### config.mk
export PLATFORM = sky130hd
export DESIGN_NAME = cps_host_port
export DESIGN_NICKNAME = d
export VERILOG_FILES = /design/src/cps_pkg.sv /design/src/cps_pin_sync.sv /design/src/cps_host_port.sv
export VERILOG_INCLUDE_DIRS = /design/src /design/src/src
export SDC_FILE = /design/constraint.sdc
export NUM_CORES = 1
export LEC_CHECK = 0
export BUFFER_PORTS_ARGS = -buffer_cell sky130_fd_sc_hd__buf_2
export CAP_MARGIN = 20
export CORE_MARGIN = 2
export CORE_UTILIZATION = 30
export CTS_CLUSTER_DIAMETER = 120
export DETAILED_ROUTE_END_ITERATION = 10
export GPL_TIMING_DRIVEN = 0
export SLEW_MARGIN = 20
export SYNTH_ARGS = -nofsm -noshare
export SYNTH_HDL_FRONTEND = slang
export SYNTH_SLANG_ARGS = --single-unit
### constraint.sdc
create_clock -name clk -period 5.8 [get_ports clk]
set_clock_uncertainty 0.15 [all_clocks]
set_input_delay 1.16 -clock clk [delete_from_list [all_inputs] [get_ports clk]]
set_output_delay 1.16 -clock clk [all_outputs]
set_load 0.02 [all_outputs]
### src/cps_consts.svh
// constants for the parallel host port front end
`ifndef CPS_CONSTS_SVH
`define CPS_CONSTS_SVH

`define CPS_ADDR_W      8
`define CPS_BYTE_W      8
`define CPS_DATA_W      16
`define CPS_SERIAL_N    16
`define CPS_PIN_W       30
`define CPS_CLK_NS      25
`define CPS_RST_MIN_NS  100
`define CPS_RST_MIN_CYC ((`CPS_RST_MIN_NS + `CPS_CLK_NS - 1) / `CPS_CLK_NS)
`define CPS_IDLE_ACK    1'b1
`define CPS_DATA_ZERO   16'h0000
`define CPS_ADDR_ZERO   8'h00
// synchroniser reset pattern: select (top bit) comes out of reset inactive
`define CPS_PIN_RST     30'h20000000

`endif

### src/cps_pkg.sv
// types for the parallel host port front end
package cps_pkg;

	typedef enum logic [1:0] {
		MODE_NONMUX_DS,
		MODE_MUX_DS,
		MODE_MUX_RDWR
	} cps_mode_t;

	typedef enum logic [2:0] {
		ST_IDLE,
		ST_RD_REQ,
		ST_RD_CAP,
		ST_ACK,
		ST_RELEASE
	} cps_state_t;

endpackage

### src/cps_pin_sync.sv
// two-stage synchroniser bank for asynchronous pin inputs
`timescale 1ns/1ps
`default_nettype none

module cps_pin_sync #(
	parameter int           W   = 1,
	parameter logic [W-1:0] RST = '0
) (
	// clock and reset
	input  wire logic         clk,
	input  wire logic         rstN,
	// pins in, synchronised copy out
	input  wire logic [W-1:0] pinIn,
	output logic      [W-1:0] pinSync
);

	logic [W-1:0] meta_q;
	logic [W-1:0] sync_q;

	// first stage feeds only the second stage
	always_ff @(posedge clk or negedge rstN) begin
		// reset value must match the idle level, else a false access follows
		if (!rstN) begin
			meta_q <= RST;
			sync_q <= RST;
		end else begin
			meta_q <= pinIn;
			sync_q <= meta_q;
		end
	end

	assign pinSync = sync_q;

endmodule // cps_pin_sync

`default_nettype wire

### src/cps_host_port.sv
// parallel host port front end: strobes, address, data pins, ack, reset
//
// How it works
// - non-multiplexed mode takes the memory address from the cpu_addr lines
// - muxed strobe mode: strobe_or_read high is the data strobe, with select
// - non-muxed mode: strobe_or_read low is the data strobe, with select
// - read/write-strobe mode: strobe_or_read low is read, data lines driven
// - reset clears state and floats serial outputs and port data outputs
// - bus_mode_select high picks multiplexed, low picks non-multiplexed
// - port_select low activates the port; strobes ignored while high
// - direction_or_write gives direction, or is the active-low write strobe
// - transfer_ack marks completion, driven high at cycle end, then floated
`include "cps_consts.svh"
`timescale 1ns/1ps
`default_nettype none

module cps_host_port (
	// clock and reset
	input  wire logic                      clk,
	input  wire logic                      rst_n,
	// host pins
	input  wire logic                      portSelectN,
	input  wire logic                      strobe_or_read,
	input  wire logic                      directionOrWrite,
	input  wire logic                      bus_mode_select,
	input  wire logic                      rdwrStyleSelect,
	input  wire logic                      addrLatch,
	input  wire logic [`CPS_ADDR_W-1:0]    cpu_addr,
	// data pins, low byte doubles as address in muxed mode
	input  wire logic [`CPS_BYTE_W-1:0]    muxedAddrDataLowIn,
	output logic      [`CPS_BYTE_W-1:0]    muxedAddrDataLowOut,
	output logic                           muxedAddrDataLowOe,
	input  wire logic [`CPS_BYTE_W-1:0]    dataHighByteIn,
	output logic      [`CPS_BYTE_W-1:0]    dataHighByteOut,
	output logic                           dataHighByteOe,
	// acknowledge pin
	output logic                           transferAckOut,
	output logic                           transferAckOe,
	// serial stream drive enables from the core
	input  wire logic [`CPS_SERIAL_N-1:0]  serialOutEnReq,
	output logic      [`CPS_SERIAL_N-1:0]  serialOutOe,
	// internal memory side
	output logic      [`CPS_ADDR_W-1:0]    memAddr,
	output logic                           memRead,
	output logic                           memWrite,
	output logic      [`CPS_DATA_W-1:0]    memWrData,
	input  wire logic [`CPS_DATA_W-1:0]    memRdData,
	output logic                           coreRstN
);

	////////////////////////////////////////////////////////////////////////
	// reset release and pin synchronisation

	logic rstMeta_q, rstSync_q;

	// async assert, two-flop release; outputs float at once on assert
	always_ff @(posedge clk or negedge rst_n) begin
		if (!rst_n) begin
			rstMeta_q <= 1'b0;
			rstSync_q <= 1'b0;
		end else begin
			rstMeta_q <= 1'b1;
			rstSync_q <= rstMeta_q;
		end
	end
	assign coreRstN = rstSync_q;

	logic [`CPS_PIN_W-1:0]  pinRaw;
	logic [`CPS_PIN_W-1:0]  pinSync;
	logic                   selN, strobe, dirWr, modeSel, styleSel, latchIn;
	logic [`CPS_ADDR_W-1:0] addrIn;
	logic [`CPS_BYTE_W-1:0] lowIn;
	logic [`CPS_BYTE_W-1:0] highIn;

	assign pinRaw = {portSelectN, strobe_or_read, directionOrWrite,
		bus_mode_select, rdwrStyleSelect, addrLatch, cpu_addr,
		muxedAddrDataLowIn, dataHighByteIn};

	cps_pin_sync #(.W(`CPS_PIN_W), .RST(`CPS_PIN_RST)) u_sync (
		.clk     (clk),
		.rstN    (rstSync_q),
		.pinIn   (pinRaw),
		.pinSync (pinSync)
	);

	assign {selN, strobe, dirWr, modeSel, styleSel, latchIn, addrIn,
		lowIn, highIn} = pinSync;

	////////////////////////////////////////////////////////////////////////
	// mode and strobe decoding

	function automatic cps_pkg::cps_mode_t modeOf(input logic muxed,
		input logic style);
		if (!muxed)
			return cps_pkg::MODE_NONMUX_DS;
		else if (style)
			return cps_pkg::MODE_MUX_RDWR;
		else
			return cps_pkg::MODE_MUX_DS;
	endfunction

	// strobe in its active sense for the given mode
	function automatic logic strobeOn(input cps_pkg::cps_mode_t m,
		input logic s, input logic w);
		case (m)
			cps_pkg::MODE_MUX_DS:    return s;
			cps_pkg::MODE_NONMUX_DS: return !s;
			default:                 return !s || !w;
		endcase
	endfunction

	// read in ds modes comes from the direction level
	function automatic logic isRead(input cps_pkg::cps_mode_t m,
		input logic s, input logic w);
		return (m == cps_pkg::MODE_MUX_RDWR) ? !s : w;
	endfunction

	cps_pkg::cps_mode_t mode;
	logic               active;
	logic               readReq;
	assign mode    = modeOf(modeSel, styleSel);
	assign active  = !selN && strobeOn(mode, strobe, dirWr);
	assign readReq = isRead(mode, strobe, dirWr);

	////////////////////////////////////////////////////////////////////////
	// multiplexed address latch

	logic                   latchDly_q;
	logic [`CPS_ADDR_W-1:0] muxAddr_q;
	logic [`CPS_ADDR_W-1:0] muxAddr_d;

	// address is taken as the latch strobe falls
	always_comb begin
		muxAddr_d = (latchDly_q && !latchIn) ? lowIn : muxAddr_q;
	end

	always_ff @(posedge clk or negedge rstSync_q) begin
		if (!rstSync_q) begin
			latchDly_q <= 1'b0;
			muxAddr_q  <= `CPS_ADDR_ZERO;
		end else begin
			latchDly_q <= latchIn;
			muxAddr_q  <= muxAddr_d;
		end
	end

	////////////////////////////////////////////////////////////////////////
	// access sequencer

	cps_pkg::cps_state_t    state_q, state_d;
	logic [`CPS_ADDR_W-1:0] addr_q, addr_d;
	logic [`CPS_DATA_W-1:0] wrData_q, wrData_d;
	logic [`CPS_DATA_W-1:0] rdData_q, rdData_d;
	logic                   rd_q, rd_d;
	logic                   wr_q, wr_d;
	logic                   dataOe_q, dataOe_d;
	logic                   ackOut_q, ackOut_d;
	logic                   ackOe_q, ackOe_d;
	logic [`CPS_SERIAL_N-1:0] serOe_q;
	always_comb begin
		state_d  = state_q;
		addr_d   = addr_q;
		wrData_d = wrData_q;
		rdData_d = rdData_q;
		rd_d     = 1'b0;
		wr_d     = 1'b0;
		dataOe_d = dataOe_q;
		ackOut_d = ackOut_q;
		ackOe_d  = ackOe_q;
		case (state_q)
			cps_pkg::ST_IDLE: begin
				ackOe_d  = 1'b0;
				ackOut_d = `CPS_IDLE_ACK;
				dataOe_d = 1'b0;
				if (active) begin
					addr_d = (mode == cps_pkg::MODE_NONMUX_DS) ? addrIn
						: muxAddr_q;
					if (readReq) begin
						rd_d    = 1'b1;
						state_d = cps_pkg::ST_RD_REQ;
					end else begin
						wr_d     = 1'b1;
						wrData_d = {highIn, lowIn};
						ackOut_d = 1'b0;
						ackOe_d  = 1'b1;
						state_d  = cps_pkg::ST_ACK;
					end
				end
			end
			cps_pkg::ST_RD_REQ: state_d = cps_pkg::ST_RD_CAP;
			cps_pkg::ST_RD_CAP: begin
				rdData_d = memRdData;
				dataOe_d = 1'b1;
				state_d  = cps_pkg::ST_ACK;
			end
			cps_pkg::ST_ACK: begin
				ackOut_d = 1'b0;
				ackOe_d  = 1'b1;
				if (!active) begin
					ackOut_d = `CPS_IDLE_ACK;
					dataOe_d = 1'b0;
					state_d  = cps_pkg::ST_RELEASE;
				end
			end
			default: begin
				// one cycle of driven high speeds the pull-up
				ackOut_d = `CPS_IDLE_ACK;
				ackOe_d  = 1'b0;
				state_d  = cps_pkg::ST_IDLE;
			end
		endcase
	end

	// reset copy asserts asynchronously, so pins float at once
	always_ff @(posedge clk or negedge rstSync_q) begin
		if (!rstSync_q) begin
			state_q  <= cps_pkg::ST_IDLE;
			addr_q   <= `CPS_ADDR_ZERO;
			wrData_q <= `CPS_DATA_ZERO;
			rdData_q <= `CPS_DATA_ZERO;
			rd_q     <= 1'b0;
			wr_q     <= 1'b0;
			dataOe_q <= 1'b0;
			ackOut_q <= `CPS_IDLE_ACK;
			ackOe_q  <= 1'b0;
			serOe_q  <= '0;
		end else begin
			state_q  <= state_d;
			addr_q   <= addr_d;
			wrData_q <= wrData_d;
			rdData_q <= rdData_d;
			rd_q     <= rd_d;
			wr_q     <= wr_d;
			dataOe_q <= dataOe_d;
			ackOut_q <= ackOut_d;
			ackOe_q  <= ackOe_d;
			serOe_q  <= serialOutEnReq;
		end
	end

	assign memAddr             = addr_q;
	assign memRead             = rd_q;
	assign memWrite            = wr_q;
	assign memWrData           = wrData_q;
	assign muxedAddrDataLowOut = rdData_q[`CPS_BYTE_W-1:0];
	assign dataHighByteOut     = rdData_q[`CPS_DATA_W-1:`CPS_BYTE_W];
	assign muxedAddrDataLowOe  = dataOe_q;
	assign dataHighByteOe      = dataOe_q;
	assign transferAckOut      = ackOut_q;
	assign transferAckOe       = ackOe_q;
	assign serialOutOe         = serOe_q;
endmodule // cps_host_port

`default_nettype wire

==> results by group <==
Final layout
  – N_diodes: 0
  – P&R area growth vs syn: 34.73%
  – Layout cells sized above 1: 46.78%
  – Most frequent cells in the layout: buf_2 (131), dfrtp_1 (131), mux2_1 (22)
  – Layout Nets: 455
  – Final-layout fill cell count: 1295
  – Core Util, Final: 41.48%

Detailed routing
  – DR pass1 iterations: 4
  – Vias per inst: 4.209
  – Wirelength, routed: 8.213 mm
  – Remaining DRCs: 0
  – Via count: 2458
  – Final antenna-violating net count: 0
  – WL/cell: 14.06 um
  – Starting DRT DRC Count: 77

Setup path
  – CP max stage delay: 0.74 ns
  – CP Class: flop to primary output
  – Setup slack, reg-to-reg: 3.49 ns
  – Critical Path RT: 4.49 ns
  – Reg2reg start: state_q[1]
  – Reg2reg end: memWrData[12]
  – CP bufs+invs: 1
  – Startpoint Class: flop
  – Slowest cell on crit path: dfrtp_4
  – Crit-path leading delay family: flip-flops
  – CP Max Fanout: 39
  – Reg2reg path depth: 5
  – CP Cell Sequence: buf_2
  – CP arrival: 1.41 ns
  – Setup crit end kind: primary output

Pwr
  – Cell-internal power: 0.002132 W
  – PwrDens: 527.9 nW/um^2
  – Logic gate share of total power: 24.7%
  – NetSw: 0.0009196 W
  – Worst VDD drop: 0.2081 mV
  – Sw Ratio: 30.14%
  – Clock group share of total power: 34.3%
  – Sequential share of power: 41.0%
  – Pwr Total: 0.003051 W
  – Pleak: 2.751 nW

Die
  – Die height: 123.6 um
  – Core Area: 13930 um^2
  – Die ar.: 15270 um^2
  – Num rows: 43
  – Initial core utilization: 30.79%
  – Die extent in x: 123.6 um
  – Top Ports: 127

Yosys
  – Yosys top cell area share: 76.99%
  – Post-Synthesis Cells: 244
  – Cell variety after synth: 32
  – Seq cells post-synth: 135
  – Post-synthesis net count: 308
  – Register area share after synthesis: 78.83%
  – Top post-synthesis cells by area: dfrtp_1 (77%), mux2_1 (5.8%), mux2_2 (4.7%)
  – Ys Warns: 0
  – Post-Syn Area: 4290 um^2
  – Avg Inst Size Synth: 17.58 um^2
  – EDFF count, synth: 0
  – Asr flop ratio synth: 100.0%
  – Post-synth top area cell: dfrtp_1
  – Post-synth top flop: dfrtp_1

Global route
  – Initial antenna violation count: 0
  – Vias in the first global route: 2627
  – GRT Total Usage: 11.65%
  – Congestion Overflow GR: 0
  – First-pass GRT wire length: 12.85 mm
  – Largest net degree at the start of global routing: 57

Placement
  – I/O Buffers: 126
  – RD Place Congestion: 0.6679
  – DP HPWL: 5.814 mm

Clocking
  – CTS Sinks: 135
  – Post-CTS sizing: 0
  – CTS tree: built
  – Clock network latency to the later pin of the worst-skew pair: 0.41 ns
  – Clock-pin slew on the worst setup and hold paths: 0.05 ns
  – Max clock buf depth: 2
  – Number of hold buffers added after cts: 0
  – Postcts setup bufs: 0
  – H-Tree Depth: 4
  – CTS Root Buffer Type: clkbuf_16
  – Number of buffers created by CTS: 17

Timing
  – Final setup violation count: 0
  – Tmin final: 2.722 ns
  – Slew Limit Fails: 0
  – Final cycle utilization of the critical path: 46.93%
  – RSZ-0062 raised after global routing: no
  – Fmax: 367.4 MHz
  – Slew margin rel.: 47.87%
  – Final hold violations: 0
  – Final setup TNS: 0 ns
  – Worst slew pin tran: 0.7777 ns

Run
  – MaxCap Viol Count: 0

Run status
  – Status: completed

Min path
  – Hold Path Class: flop to async pin
==> power groups by stage <==
stage	sequential (W)	combinational [W]	clock, W
after CTS	0.00125	0.000772	0.00108
after global placement	0.00127	0.000733	0
final	0.00125	0.000754	0.00105
after detailed placement	0.00127	0.000771	0
after global routing	0.00128	0.000827	0.00112
after floorplan	0.00146	0.000288	0
==> cells by family after synthesis <==
| kind of cell | synth area share [%] |
|---|---|
| flip-flops | 78.83 |
| multiplexers | 12.37 |
| AO/OA/AOI/OAI | 4.579 |
| AND/OR/NAND/NOR | 2.479 |
| buffers and inverters | 1.458 |
| XOR/XNOR | 0.2042 |
| other | 0.08741 |
==> flip-flops by register name, indices dropped and copies added (netlist names) <==
register        flops
memRead             1
serialOutOe        16
rstMeta_q           1
transferAckOut      1
u_sync.meta_q      30
memWrite            1
state_q             3
muxAddr_q           8
rdData_q           16
coreRstN            1
u_sync.pinSync     30
dataHighByteOe      1
latchDly_q          1
memAddr             8
memWrData          16
transferAckOe       1
==> Yosys cell counts (2+ instances only) <==
cell type and instances:
clkbuf_1 3, a211oi_1 2, nor3b_1 2, mux2i_1 8, a21oi_1 12, a31oi_1 8, nor2b_1 2, dfstp_2 3
buf_2 5, nand2_1 2, dfrtp_1 132, mux2_2 18, mux2_1 22, nor2_1 5, nand2b_1 3
==> layer usage <==
metal | track usage [%] | share of wire [%] | wire length, um
met5 | 0 | 0 | 0
met4 | 6.889 | 2.6 | 215
met3 | 4.945 | 6.7 | 551
met2 | 18.82 | 51 | 4150
met1 | 12.81 | 40 | 3297
==> area by class of cell <==
class	instances	area, um^2	area share (%)
Buffer	10	55.05	0.9524
Clock buffer	23	457.9	7.922
Clock inverter	9	125.1	2.165
Inverter	2	7.507	0.1299
Multi-Input combinational cell	97	845.8	14.63
Sequential cell	135	3386	58.57
Tap cell	180	225.2	3.896
Timing Repair Buffer	128	678.2	11.73
==> how the worst max path moves through the flow <==
stage / slack, ns / start / end / depth (start not counted)
after floorplan: 1.21 / coreRstN / coreRstN / 0
after global placement: -0.20 / coreRstN / coreRstN / 1
after detailed placement: 3.47 / coreRstN / coreRstN / 1
after CTS: 3.02 / coreRstN / coreRstN / 1
after global routing: 2.96 / coreRstN / coreRstN / 1
final: 3.08 / coreRstN / coreRstN / 1
==> through the flow <==
| step | cell area [um^2] | cells | hold WS [ns] | setup slack, ns |
|---|---|---|---|---|
| after floorplan | 4290 | 244 | 0.1812 | 1.211 |
| after global placement | 5146 | 550 | 0.1817 | -0.2022 |
| after detailed placement | 5197 | 552 | 0.1618 | 3.472 |
| after CTS | 5781 | 584 | 0.1692 | 3.018 |
| after global routing | 5781 | 584 | 0.1933 | 2.961 |
| final | 5781 | 584 | 0.1475 | 3.078 |
Note: power is estimated with default switching activity, not from simulation.
